===== config.mk =====
export PLATFORM = sky130hd
export DESIGN_NAME = uce_channel
export DESIGN_NICKNAME = d
export VERILOG_FILES = /design/src/uce_pkg.sv /design/src/uce_channel.sv
export SDC_FILE = /design/constraint.sdc
export NUM_CORES = 1
export LEC_CHECK = 0
export BUFFER_PORTS_ARGS = -buffer_cell sky130_fd_sc_hd__buf_4
export CAP_MARGIN = 40
export CORE_MARGIN = 4
export CORE_UTILIZATION = 52
export DETAILED_ROUTE_END_ITERATION = 10
export GPL_TIMING_DRIVEN = 1
export PLACE_DENSITY = 0.74
export SYNTH_ARGS = -nofsm -noshare
export SYNTH_HDL_FRONTEND = slang
export SYNTH_SLANG_ARGS = --single-unit

===== constraint.sdc =====
create_clock -name clk -period 3.85 [get_ports clk]
set_input_delay 0.1925 -clock clk [delete_from_list [all_inputs] [get_ports clk]]
set_output_delay 0.1925 -clock clk [all_outputs]
set_load 0.03 [all_outputs]

===== src/uce_pkg.sv =====
package uce_pkg;
    // Register offsets on the three address lines.
    localparam logic [2:0] A_DATA = 3'h0;
    localparam logic [2:0] A_IER = 3'h1;
    localparam logic [2:0] A_ISR = 3'h2;
    localparam logic [2:0] A_LCR = 3'h3;
    localparam logic [2:0] A_MCR = 3'h4;
    localparam logic [2:0] A_LSR = 3'h5;
    localparam logic [2:0] A_MSR = 3'h6;
    localparam logic [2:0] A_SPR = 3'h7;
    // Enhanced set, visible when line control holds the access key.
    localparam logic [2:0] A_TRG = 3'h0;
    localparam logic [2:0] A_FEATURE_CONTROL_REG = 3'h1;
    localparam logic [2:0] A_EFR = 3'h2;
    localparam logic [2:0] A_XON1 = 3'h4;
    localparam logic [2:0] A_XON2 = 3'h5;
    localparam logic [2:0] A_XOFF1 = 3'h6;
    localparam logic [2:0] A_XOFF2 = 3'h7;
    localparam logic [7:0] LCR_KEY = 8'hBF;
    localparam logic [7:0] REG_RST = 8'h00;
    localparam logic [7:0] DIV_ZERO = 8'h00;
    // Field positions.
    localparam int LCR_DIV = 7;
    localparam int EFR_SPEC = 5;
    localparam int EFR_ENH = 4;
    localparam int EFR_ARTS = 6;
    localparam int EFR_ACTS = 7;
    localparam int IER_SLEEP = 4;
    localparam int FEATURE_CONTROL_REG_HD = 3;
    localparam int FEATURE_CONTROL_REG_IRINV = 2;
    localparam int FEATURE_CONTROL_REG_FIFO_FILL_LEVEL = 6;
    localparam int MODE_SELECT_EXTRA_HDINV = 3;
    localparam int MCR_DTR = 0;
    localparam int MCR_RTS = 1;
    localparam int MCR_OP1 = 2;
    localparam int MCR_OP2 = 3;
    localparam int MCR_LOOP = 4;
    localparam int MCR_IR = 6;
    // Infrared timing in ticks of the sixteen-times baud clock.
    localparam logic [3:0] IR_PULSE_TICKS = 4'h3;
    localparam logic [3:0] IR_BIT_TICKS = 4'hF;
endpackage


===== src/uce_channel.sv =====
`timescale 1ns/1ps
module uce_channel #(
    parameter logic [7:0] REV_CODE = 8'h01,  // Arbitrary value.
    parameter logic [7:0] DEV_ID = 8'h5A     // Arbitrary value.
) (
    input wire logic clk,
    input wire logic sys_rst,
    input wire logic clk_en,
    input wire logic channel_select_n,
    input wire logic host_write_strobe_n,
    input wire logic host_read_strobe_n,
    input wire logic [2:0] addr,
    input wire logic [7:0] wdata,
    output logic [7:0] rdata,
    output logic thr_wr,
    output logic fcr_wr,
    output logic trg_wr,
    output logic rhr_rd,
    output logic [7:0] wr_byte,
    input wire logic [7:0] rhr_in,
    input wire logic [7:0] lsr_in,
    input wire logic [7:0] fc_in,
    input wire logic [7:0] fifo_fill_level_in,
    input wire logic [3:0] isr_src_in,
    input wire logic fifo_en,
    input wire logic int_other,
    input wire logic baud16,
    input wire logic tx_shift_bit,
    input wire logic tx_bit_start,
    input wire logic tx_busy,
    output logic tx_go,
    input wire logic rx_char_valid,
    input wire logic [7:0] rx_char,
    output logic rx_fifo_wr,
    output logic rx_shift_in,
    input wire logic rx_pin,
    output logic tx_pin,
    output logic rts_n,
    output logic dtr_n,
    input wire logic cts_n,
    input wire logic dsr_n,
    input wire logic cd_n,
    input wire logic ri_n,
    output logic auto_rts_en,
    output logic auto_cts_en,
    output logic sleep_ok,
    input wire logic peer_sleep_ok,
    output logic osc_run
);
    logic [7:0] lcr_r, ier_r, mcr_r, efr_r, feature_control_reg_r, mode_select_extra_r, spr_r, dll_r, dlm_r;
    logic [7:0] xon1_r, xon2_r, xoff1_r, xoff2_r;
    logic wr_prev_r, rd_prev_r, wr_acc, rd_acc;
    logic spec_flag_r, spec_match, pending;
    logic [3:0] mdm_raw, mdm_prev_r, delta_r, mdm_chg;
    logic rts_act_r, ir_pulse_r, ir_bit_r, sleep_r, rx_prev_r, entry_ok, wake;
    logic [3:0] ir_cnt_r, dec_cnt_r;
    logic loop, ir_mode, rx_line, rx_ir_in, key;

    // Word-length mask: LINE_CONTROL_REG bits 1:0 pick 5 to 8 data bits.
    function automatic logic [7:0] len_mask(input logic [1:0] wl);
        len_mask = 8'hFF >> (2'h3 - wl);
    endfunction

    // Address compare shared by the write, pulse and flag decodes.
    function automatic logic hit(input logic [2:0] a, input logic [2:0] want);
        hit = (a == want);
    endfunction

    assign loop = mcr_r[uce_pkg::MCR_LOOP];
    assign ir_mode = mcr_r[uce_pkg::MCR_IR];
    assign key = (lcr_r == uce_pkg::LCR_KEY);

    // Strobes are level inputs; an access is taken once, on the first low cycle.
    assign wr_acc = !channel_select_n && !host_write_strobe_n && wr_prev_r;
    assign rd_acc = !channel_select_n && !host_read_strobe_n && rd_prev_r;

    always_ff @(posedge clk) begin
        if (sys_rst) begin
            wr_prev_r <= 1'b1;
            rd_prev_r <= 1'b1;
        end else if (clk_en) begin
            wr_prev_r <= channel_select_n || host_write_strobe_n;
            rd_prev_r <= channel_select_n || host_read_strobe_n;
        end
    end

    // Register writes.
    always_ff @(posedge clk) begin
        if (sys_rst) begin
            lcr_r <= uce_pkg::REG_RST;
            ier_r <= uce_pkg::REG_RST;
            mcr_r <= uce_pkg::REG_RST;
            efr_r <= uce_pkg::REG_RST;
            feature_control_reg_r <= uce_pkg::REG_RST;
            mode_select_extra_r <= uce_pkg::REG_RST;
            spr_r <= uce_pkg::REG_RST;
            dll_r <= uce_pkg::REG_RST;
            dlm_r <= uce_pkg::REG_RST;
            xon1_r <= uce_pkg::REG_RST;
            xon2_r <= uce_pkg::REG_RST;
            xoff1_r <= uce_pkg::REG_RST;
            xoff2_r <= uce_pkg::REG_RST;
        end else if (clk_en && wr_acc) begin
            if (hit(addr, uce_pkg::A_LCR)) begin
                lcr_r <= wdata;
            end else if (key) begin
                case (addr)
                    uce_pkg::A_FEATURE_CONTROL_REG: feature_control_reg_r <= wdata;
                    uce_pkg::A_EFR: efr_r <= wdata;
                    uce_pkg::A_XON1: xon1_r <= wdata;
                    uce_pkg::A_XON2: xon2_r <= wdata;
                    uce_pkg::A_XOFF1: xoff1_r <= wdata;
                    uce_pkg::A_XOFF2: xoff2_r <= wdata;
                    default: ;
                endcase
            end else begin
                case (addr)
                    uce_pkg::A_DATA: if (lcr_r[uce_pkg::LCR_DIV]) dll_r <= wdata;
                    uce_pkg::A_IER: begin
                        if (lcr_r[uce_pkg::LCR_DIV]) begin
                            dlm_r <= wdata;
                        end else if (efr_r[uce_pkg::EFR_ENH]) begin
                            ier_r <= wdata;
                        end else begin
                            // Upper enable bits stay locked until enhanced access is on.
                            ier_r <= {ier_r[7:4], wdata[3:0]};
                        end
                    end
                    uce_pkg::A_MCR: mcr_r <= wdata;
                    uce_pkg::A_SPR: begin
                        if (feature_control_reg_r[uce_pkg::FEATURE_CONTROL_REG_FIFO_FILL_LEVEL]) mode_select_extra_r <= wdata;
                        else spr_r <= wdata;
                    end
                    default: ;
                endcase
            end
        end
    end

    // Write and read pulses and data to the FIFO and baud logic outside this block.
    always_ff @(posedge clk) begin
        if (sys_rst) begin
            thr_wr <= 1'b0;
            fcr_wr <= 1'b0;
            trg_wr <= 1'b0;
            rhr_rd <= 1'b0;
            wr_byte <= uce_pkg::REG_RST;
        end else if (clk_en) begin
            thr_wr <= wr_acc && !key && !lcr_r[uce_pkg::LCR_DIV] && hit(addr, uce_pkg::A_DATA);
            fcr_wr <= wr_acc && !key && hit(addr, uce_pkg::A_ISR);
            trg_wr <= wr_acc && key && hit(addr, uce_pkg::A_TRG);
            rhr_rd <= rd_acc && !key && !lcr_r[uce_pkg::LCR_DIV] && hit(addr, uce_pkg::A_DATA);
            if (wr_acc) wr_byte <= wdata;
        end
    end

    // Read data, held in a flip-flop until the next read.
    always_ff @(posedge clk) begin
        if (sys_rst) begin
            rdata <= uce_pkg::REG_RST;
        end else if (clk_en && rd_acc) begin
            if (key) begin
                case (addr)
                    uce_pkg::A_TRG: rdata <= fc_in;
                    uce_pkg::A_FEATURE_CONTROL_REG: rdata <= feature_control_reg_r;
                    uce_pkg::A_EFR: rdata <= efr_r;
                    uce_pkg::A_LCR: rdata <= lcr_r;
                    uce_pkg::A_XON1: rdata <= xon1_r;
                    uce_pkg::A_XON2: rdata <= xon2_r;
                    uce_pkg::A_XOFF1: rdata <= xoff1_r;
                    default: rdata <= xoff2_r;
                endcase
            end else begin
                case (addr)
                    uce_pkg::A_DATA: begin
                        if (!lcr_r[uce_pkg::LCR_DIV]) rdata <= rhr_in;
                        else if (dll_r == uce_pkg::DIV_ZERO && dlm_r == uce_pkg::DIV_ZERO)
                            rdata <= REV_CODE;
                        else rdata <= dll_r;
                    end
                    uce_pkg::A_IER: begin
                        if (!lcr_r[uce_pkg::LCR_DIV]) rdata <= ier_r;
                        else if (dll_r == uce_pkg::DIV_ZERO && dlm_r == uce_pkg::DIV_ZERO)
                            rdata <= DEV_ID;
                        else rdata <= dlm_r;
                    end
                    uce_pkg::A_ISR: rdata <= {fifo_en, fifo_en, 1'b0, spec_flag_r,
                                              isr_src_in[3:1], !pending};
                    uce_pkg::A_LCR: rdata <= lcr_r;
                    uce_pkg::A_MCR: rdata <= mcr_r;
                    uce_pkg::A_LSR: rdata <= lsr_in;
                    uce_pkg::A_MSR: rdata <= {mdm_raw, delta_r};
                    default: rdata <= feature_control_reg_r[uce_pkg::FEATURE_CONTROL_REG_FIFO_FILL_LEVEL] ? fifo_fill_level_in : spr_r;
                endcase
            end
        end
    end

    // Special character detect. The character is never withheld from the FIFO.
    assign rx_fifo_wr = rx_char_valid;
    assign spec_match = rx_char_valid && efr_r[uce_pkg::EFR_SPEC] &&
        ((rx_char & len_mask(lcr_r[1:0])) == (xoff2_r & len_mask(lcr_r[1:0])));

    // Cleared by reading the status register; a match in that cycle wins.
    always_ff @(posedge clk) begin
        if (sys_rst) begin
            spec_flag_r <= 1'b0;
        end else if (clk_en) begin
            if (spec_match) spec_flag_r <= 1'b1;
            else if (rd_acc && !key && hit(addr, uce_pkg::A_ISR)) spec_flag_r <= 1'b0;
        end
    end

    // Modem inputs, active low on the pins, as active-high bits CD, RI, DSR, CTS.
    always_comb begin
        if (loop) begin
            mdm_raw = {mcr_r[uce_pkg::MCR_OP2], mcr_r[uce_pkg::MCR_OP1],
                       mcr_r[uce_pkg::MCR_DTR], mcr_r[uce_pkg::MCR_RTS]};
        end else begin
            mdm_raw = {~cd_n, ~ri_n, ~dsr_n, ~cts_n};
        end
    end
    assign mdm_chg = mdm_raw ^ mdm_prev_r;

    always_ff @(posedge clk) begin
        if (sys_rst) begin
            mdm_prev_r <= 4'h0;
            delta_r <= 4'h0;
        end else if (clk_en) begin
            mdm_prev_r <= mdm_raw;
            if (rd_acc && !key && hit(addr, uce_pkg::A_MSR)) delta_r <= mdm_chg;
            else delta_r <= delta_r | mdm_chg;
        end
    end

    // Half-duplex direction: asserted while data waits or shifts, released after.
    always_ff @(posedge clk) begin
        if (sys_rst) begin
            rts_act_r <= 1'b0;
        end else if (clk_en) begin
            if (feature_control_reg_r[uce_pkg::FEATURE_CONTROL_REG_HD]) rts_act_r <= tx_busy;
            else rts_act_r <= mcr_r[uce_pkg::MCR_RTS];
        end
    end
    // The shifter waits one cycle, so the pin turns no later than the start bit.
    assign tx_go = !feature_control_reg_r[uce_pkg::FEATURE_CONTROL_REG_HD] || rts_act_r;

    always_ff @(posedge clk) begin
        if (sys_rst) begin
            rts_n <= 1'b1;
            dtr_n <= 1'b1;
        end else if (clk_en) begin
            if (loop) begin
                rts_n <= 1'b1;
                dtr_n <= 1'b1;
            end else begin
                rts_n <= !rts_act_r ^ (feature_control_reg_r[uce_pkg::FEATURE_CONTROL_REG_HD] &&
                                       mode_select_extra_r[uce_pkg::MODE_SELECT_EXTRA_HDINV]);
                dtr_n <= !mcr_r[uce_pkg::MCR_DTR];
            end
        end
    end

    assign auto_rts_en = efr_r[uce_pkg::EFR_ARTS] && !loop;
    assign auto_cts_en = efr_r[uce_pkg::EFR_ACTS] && !loop;

    // Infrared encoder: a pulse opens with each zero bit cell.
    always_ff @(posedge clk) begin
        if (sys_rst) begin
            ir_pulse_r <= 1'b0;
            ir_bit_r <= 1'b1;
            ir_cnt_r <= 4'h0;
        end else if (clk_en) begin
            if (tx_bit_start) begin
                ir_bit_r <= tx_shift_bit;
                ir_pulse_r <= !tx_shift_bit;
                ir_cnt_r <= 4'h0;
            end else if (baud16 && ir_pulse_r) begin
                ir_cnt_r <= ir_cnt_r + 4'h1;
                if (ir_cnt_r + 4'h1 == uce_pkg::IR_PULSE_TICKS) ir_pulse_r <= 1'b0;
            end
        end
    end

    always_ff @(posedge clk) begin
        if (sys_rst) begin
            tx_pin <= 1'b1;
        end else if (clk_en) begin
            if (loop) tx_pin <= !ir_mode;
            else if (ir_mode) tx_pin <= ir_pulse_r;
            else tx_pin <= tx_shift_bit;
        end
    end

    // Infrared decoder: a light pulse becomes a zero held for one bit time.
    assign rx_ir_in = rx_pin ^ feature_control_reg_r[uce_pkg::FEATURE_CONTROL_REG_IRINV];
    always_ff @(posedge clk) begin
        if (sys_rst) begin
            dec_cnt_r <= 4'h0;
        end else if (clk_en) begin
            if (ir_mode && rx_ir_in) dec_cnt_r <= uce_pkg::IR_BIT_TICKS;
            else if (baud16 && dec_cnt_r != 4'h0) dec_cnt_r <= dec_cnt_r - 4'h1;
        end
    end
    assign rx_line = ir_mode ? (dec_cnt_r == 4'h0) : rx_pin;
    assign rx_shift_in = loop ? (ir_mode ? !ir_pulse_r : tx_shift_bit) : rx_line;

    // Sleep control. Wake is checked in the same cycle so an event is never lost.
    assign pending = spec_flag_r || int_other || (delta_r != 4'h0);
    assign sleep_ok = ier_r[uce_pkg::IER_SLEEP] && !pending && delta_r == 4'h0 &&
                      rx_line && !tx_busy;
    assign entry_ok = sleep_ok && peer_sleep_ok;
    assign wake = (rx_prev_r && !rx_line) || thr_wr || (mdm_chg != 4'h0);
    assign osc_run = !sleep_r;

    always_ff @(posedge clk) begin
        if (sys_rst) begin
            sleep_r <= 1'b0;
            rx_prev_r <= 1'b1;
        end else if (clk_en) begin
            rx_prev_r <= rx_line;
            sleep_r <= entry_ok && !wake;
        end
    end

    a_spec_set: assert property (@(posedge clk) disable iff (sys_rst)
        clk_en && spec_match |=> spec_flag_r) else $error("special flag not set");
    a_spec_gate: assert property (@(posedge clk) disable iff (sys_rst)
        !spec_flag_r && !(rx_char_valid && efr_r[uce_pkg::EFR_SPEC]) |=> !spec_flag_r)
        else $error("special flag set while detect off");
    a_spec_len: assert property (@(posedge clk) disable iff (sys_rst)
        clk_en && rx_char_valid && efr_r[uce_pkg::EFR_SPEC] && lcr_r[1:0] == 2'h0 &&
        rx_char[4:0] == xoff2_r[4:0] |=> spec_flag_r) else $error("5-bit match missed");
    a_hd_release: assert property (@(posedge clk) disable iff (sys_rst)
        clk_en && feature_control_reg_r[uce_pkg::FEATURE_CONTROL_REG_HD] && !tx_busy ##1 clk_en && feature_control_reg_r[uce_pkg::FEATURE_CONTROL_REG_HD] &&
        !loop |=> rts_n == !$past(mode_select_extra_r[uce_pkg::MODE_SELECT_EXTRA_HDINV]))
        else $error("direction not released");
    a_hd_before: assert property (@(posedge clk) disable iff (sys_rst)
        clk_en && feature_control_reg_r[uce_pkg::FEATURE_CONTROL_REG_HD] && !loop && tx_go
        |=> rts_n == $past(mode_select_extra_r[uce_pkg::MODE_SELECT_EXTRA_HDINV])) else $error("shift before direction");
    a_ir_zero_only: assert property (@(posedge clk) disable iff (sys_rst)
        ir_pulse_r |-> !ir_bit_r && ir_cnt_r < uce_pkg::IR_PULSE_TICKS)
        else $error("infrared pulse wrong");
    a_ir_idle: assert property (@(posedge clk) disable iff (sys_rst)
        clk_en && ir_mode && !loop && !ir_pulse_r |=> !tx_pin) else $error("ir idle high");
    a_sleep_pend: assert property (@(posedge clk) disable iff (sys_rst)
        sleep_r |-> $past(!pending)) else $error("sleep with pending");
    a_sleep_enter: assert property (@(posedge clk) disable iff (sys_rst)
        clk_en && entry_ok && !wake |=> sleep_r) else $error("sleep not entered");
    a_wake_up: assert property (@(posedge clk) disable iff (sys_rst)
        clk_en && wake |=> !sleep_r) else $error("wake ignored");
    a_msr_clear: assert property (@(posedge clk) disable iff (sys_rst)
        clk_en && rd_acc && !key && addr == uce_pkg::A_MSR && mdm_chg == 4'h0
        |=> delta_r == 4'h0) else $error("deltas not cleared");
    a_loop_pins: assert property (@(posedge clk) disable iff (sys_rst)
        clk_en && loop |-> !auto_cts_en && !auto_rts_en ##1 rts_n && dtr_n)
        else $error("loopback pins");
    a_div_read: assert property (@(posedge clk) disable iff (sys_rst)
        clk_en && rd_acc && !key && lcr_r[uce_pkg::LCR_DIV] && addr == uce_pkg::A_DATA &&
        dll_r != uce_pkg::DIV_ZERO |=> rdata == $past(dll_r)) else $error("divisor read");
    a_flow_rst: assert property (@(posedge clk) disable iff (sys_rst)
        $past(sys_rst) |-> xon1_r == 8'h00 && xoff2_r == 8'h00) else $error("flow chars reset");
endmodule


# Word-level counts from Yosys, hierarchy flattened
# Index checks and enable logic that the tools add are counted.
op_classes:
  addsub: 3
  muxes: 27
  reduce_logical: 88
  n_eq_ne: 10
  shift: 1
  bitwise: 14
ops:
  columns: ["operator", "count"]
  rows:
  - ["8-bit case mux with 7 select lines", 2]
  - ["8-bit 2-to-1 mux", 6]
  - ["1-bit logical AND", 33]
  - ["4-bit AND reduction", 7]
  - ["5-bit AND reduction", 5]
  - ["4-bit 2-to-1 mux", 6]
  - ["1-bit logical NOT", 17]
  - ["8-bit bitwise AND", 2]
  - ["8-bit logical NOT", 2]
  - ["1-bit 2-to-1 mux", 13]
  - ["3-bit == test (second input constant)", 4]
  - ["4-bit nonzero test", 3]
  - ["2-bit AND reduction", 5]
  - ["8-bit == test", 1]
  - ["8-bit == test (second input constant)", 1]
  - ["4-bit logical NOT", 2]
  - ["1-bit NOT", 8]
  - ["2-bit nonzero test", 4]
  - ["8-bit by 2-bit right shift with 8-bit output (first input constant)", 1]
  - ["1-bit logical OR", 7]
  - ["3-bit by 2-bit == test with 1-bit output (second input constant)", 2]
  - ["6-bit AND reduction", 1]
  - ["4-bit by 1-bit adder with 4-bit output (second input constant)", 1]
  - ["4-bit by 2-bit == test with 1-bit output (second input constant)", 1]
  - ["8 further kinds", 9]
totals:
  ff_bits: 146
  elab_cells: 177
  output_inout_bits: 30

# Logic depth before layout (Yosys ltp)
logic_depth:
  word_depth: 9
  ltp_mapped: 9

# Worst setup path after synthesis
# No wires, ideal clock.
synth_timing:
  kind: "register to register"
  start: "register lcr_r[7]"
  end: "register xoff1_r[0]"
  setup_ns: 0.128
  arrival_time_ns: 1.690
  n_path_buf: 2
  path_slack_ns: 2.033
  path_stages_with_launch: 8
  path_cell_list: "dfxtp_1 buf_4 nand4b_1 or2_1 buf_6 nor4_4 mux2i_1 nor2_1"
synth_between:
  elab_chain_cells: 2
synth_rtl:
  columns: ["item", "line_no", "rtl"]
  rows:
  - ["from (decl)", "uce_channel.sv:50", "logic [7:0] lcr_r, ier_r, mcr_r, efr_r, feature_control_reg_r, mode_select_extra_r, spr_r, dll_r, dlm_r;"]
  - ["from (signal assigned)", "uce_channel.sv:90", "lcr_r <= uce_pkg::REG_RST;"]
  - ["from (signal assigned)", "uce_channel.sv:105", "lcr_r <= wdata;"]
  - ["8-bit == test", "uce_channel.sv:71", "assign key = (lcr_r == uce_pkg::LCR_KEY);"]
  - ["4-bit AND reduction (no source line)", null, null]
  - ["to (signal assigned)", "uce_channel.sv:101", "xoff1_r <= uce_pkg::REG_RST;"]
  - ["to (signal assigned)", "uce_channel.sv:112", "uce_pkg::A_XOFF1: xoff1_r <= wdata;"]
  - ["to (decl)", "uce_channel.sv:51", "logic [7:0] xon1_r, xon2_r, xoff1_r, xoff2_r;"]
# No other way between the ends.
# A chain may end at the register's enable or synchronous reset.

# Worst setup path in the final report
layout_timing:
  start: "register wr_prev_r"
  end: "register dll_r[3]"
layout_between:
  elab_chain_cells: 3
layout_rtl:
  columns: ["item", "line_no", "rtl"]
  rows:
  - ["from (decl)", "uce_channel.sv:52", "logic wr_prev_r, rd_prev_r, wr_acc, rd_acc;"]
  - ["from (signal assigned)", "uce_channel.sv:82", "wr_prev_r <= channel_select_n || host_write_strobe_n;"]
  - ["1-bit logical AND", "uce_channel.sv:74", "assign wr_acc = !channel_select_n && !host_write_strobe_n && wr_prev_r;"]
  - ["1-bit logical AND", "uce_channel.sv:103", "end else if (clk_en && wr_acc) begin"]
  - ["5-bit AND reduction (no source line)", null, null]
  - ["to (signal assigned)", "uce_channel.sv:97", "dll_r <= uce_pkg::REG_RST;"]
  - ["to (signal assigned)", "uce_channel.sv:118", "uce_pkg::A_DATA: if (lcr_r[uce_pkg::LCR_DIV]) dll_r <= wdata;"]
  - ["to (decl)", "uce_channel.sv:50", null]
# No other way between the ends.

==> reports/results.tsv <==
stage	metric	value	unit
worst_setup_path	cp-start-kind	flop	
timing	worst_slew_pin_slew	862	ps
layout	drive_gt1_share	18.8	%
clocking	tritoncts	yes	
routing	dr_total_vias	6486	
clocking	clk_pin_slew	60	ps
power_and_ir_drop	powerDensity	419	nW/um^2
clocking	clock_latency	420	ps
layout	num_antenna_cells	0	
logic_synthesis	async_reset_ff_share	0	%
logic_synthesis	ys.warnings.count	0	
timing	setup_viol	0	
logic_synthesis	ys_types	71	
worst_setup_path	cp_max_fo	18	
routing	vias_per_cell	6.17	
timing	fmaxAchievable	436	MHz
routing	wire_per_inst	20.9	um
worst_setup_path	cp.required	4150	ps
timing	fin_skew	8.43	ps
die	die_h	125	um
routing	wl	21.9	mm
worst_setup_path	r2r-start	wr_prev_r$_SDFFE_PP1P_	
worst_setup_path	crit_family	simple AND/OR/NAND/NOR gates	
worst_setup_path	path_buf_inv	0	
die	die_width	125	um
placed_design	place_inst	1021	
clocking	cts_htree_levels	4	
worst_setup_path	cp.arrival	2590	ps
worst_setup_path	cpPeakStageDelay	710	ps
worst_hold_path	min_path_type	in2reg	
routing	drcViolationCount	0	
timing	hold_viol	0	
routing	drtIter0Drc	807	
logic_synthesis	synthCells	802	
timing	fin_crit	2290	ps
global_routing	grt_pass1_wl	34.3	mm
logic_synthesis	synth_edf_count	0	
outcome	status	complete, no violations	
layout	fin_cells	1052	
layout	nets	941	
clocking	cts_buffers	17	
global_routing	grt_pass1_vias	6230	
power_and_ir_drop	worst_ir_drop_vdd	0.000289	V
layout	fillers	1143	
layout	areaGrowthSynthToFinish	19.5	%
global_routing	grt_max_degree	79	
power_and_ir_drop	cellLeakagePower	3.50	nW
die	ioPinCount	104	
logic_synthesis	synth_flop_cell	dfxtp_1	
worst_setup_path	endpoint_kind	flop	
routing	dr.pass1.iters	5	
global_routing	grt_usage	27.6	%
layout	design_area	8540	sq um
run	max-cap-violations	0	
clocking	clockBufferDepth	2	
worst_setup_path	cp_cell_sequence	and3_1 > nand4b_1 > mux2i_1 > nor2_1	
worst_setup_path	crit_slowest_cell	and3_1	
die	initial_core_util	53.5	%
die	core-area	13300	sq um
clocking	root_buffer	clkbuf_16	
timing	drv_slew	0	
logic_synthesis	ys_seq_elements	142	
logic_synthesis	yosysSeqAreaShare	39.8	%
global_routing	antenna_found_initial	0	
timing	tns	0	ps
die	num_rows	42	
worst_setup_path	startpoint	wr_prev_r$_SDFFE_PP1P_	
power_and_ir_drop	p_total	0.00358	W
routing	ant_nets	0	
placed_design	port_buffers	102	
worst_hold_path	worstHoldStart	tx_shift_bit	
worst_setup_path	worstSetupPathType	reg2reg	
timing	rsz0062_at_grt	false	
placed_design	finalWeightedCongestion	0.938	
timing	finalCritPeriodShare	59.6	%
timing	maxSlewHeadroom	42.1	%
clocking	cts_hold_buf	0	
placed_design	hpwlAfterDp	15.3	mm
logic_synthesis	syn_nets	879	
logic_synthesis	syn-cell-area	7150	sq um
clocking	cts.sinks	142	
clocking	postCtsSetupBuffers	0	
die	die_area	15700	sq um
layout	postLayoutCoreUtil	64.0	%
clocking	cts-resized-gates	0	
logic_synthesis	syn_area_per_cell	8.91	sq um
global_routing	overflow	0	
placed_design	placed_area	7910	sq um
## report_power, final
part / switching (W) / internal, W
combinational: 0.000210 / 0.000133
sequential: 0.0000165 / 0.00149
clock: 0.000598 / 0.00113
## worst register-to-register path: stages, from the launching register on
cell and delay (ps):
dfxtp_1 360, and3_1 710, nand4b_1 690, mux2i_1 340, nor2_1 70
## per-layer routing
layer  GRT usage, %  vias to the layer above  wire, um
li1               -                     3005         -
met1           37.3                     3119      9360
met2           42.6                      317     10100
met3           6.44                       45      1890
met4           11.1                        0       631
met5              0                        -         0
## cells in the mapped netlist, types with 5 or more instances
cell / instances / area share [%]
nor3_1: 6 / 0.42
o211ai_1: 7 / 0.74
a221o_1: 6 / 0.84
mux2_2: 9 / 1.4
a211oi_1: 8 / 0.84
a21oi_1: 45 / 3.2
o21ai_0: 22 / 1.5
a211o_1: 5 / 0.61
clkbuf_1: 42 / 2.2
or4_1: 7 / 0.74
nor2_1: 134 / 7.0
nor2b_1: 11 / 0.96
buf_2: 15 / 1.1
mux2i_1: 114 / 16
dfxtp_1: 142 / 40
nand2_1: 60 / 3.2
nand3_1: 8 / 0.56
xor2_1: 12 / 1.5
a22oi_1: 7 / 0.74
nand2b_1: 8 / 0.70
inv_1: 15 / 0.79
o221ai_1: 12 / 1.5
## path summary, 6_finish.rpt
| path | to | slack [ps] | cells past startpoint |
|---|---|---|---|
| setup reg to reg | dll_r[3]$_SDFFE_PP0P_ | 1560 | 4 |
| hold reg to reg | xon1_r[5]$_SDFFE_PP0P_ | 450 | 2 |
| hold / removal | ir_pulse_r$_SDFFE_PP0P_ | 80 | 3 |
| setup / recovery | dll_r[3]$_SDFFE_PP0P_ | 1560 | 4 |
## layout by cell type (no fill, tap or decap), types with 9 or more instances in the layout
cell type | synthesis | final
buf_4 | 2 | 107
xor2_1 | 12 | 12
o21ai_0 | 22 | 22
a21oi_1 | 45 | 45
nor2b_1 | 11 | 11
clkbuf_16 | 0 | 17
dfxtp_1 | 142 | 142
mux2_2 | 9 | 9
nor2_1 | 134 | 134
inv_1 | 15 | 15
o221ai_1 | 12 | 12
mux2i_1 | 114 | 114
nand2_1 | 60 | 60
## cell families after synthesis
kind of cell             share of synthesized area (%)
AO/OA/AOI/OAI                                     14.9
XOR/XNOR                                          1.96
adder cells (fa/ha/maj)                          0.525
buffers and inverters                             4.78
flip-flops                                        39.8
multiplexers                                      18.6
AND/OR/NAND/NOR                                   19.4
## layout make-up
cell class	count	area [sq um]	area share, %
Sequential cell	142	2840	33.3
Timing Repair Buffer	108	831	9.73
Multi-Input combinational cell	580	3960	46.4
Clock buffer	26	529	6.20
Clock inverter	5	100	1.17
Tap cell	176	220	2.58
Inverter	15	56.3	0.659
## metrics by stage
stage / hold slack (ps) / worst slack, ps
finish: 76.0 / 1560
global route: 92.1 / 1390
CTS: 61.3 / 1590
detailed placement: 444 / 1280
global placement: 437 / 1320
floorplan: 339 / 2030
Note: power is estimated with default switching activity, not from simulation.
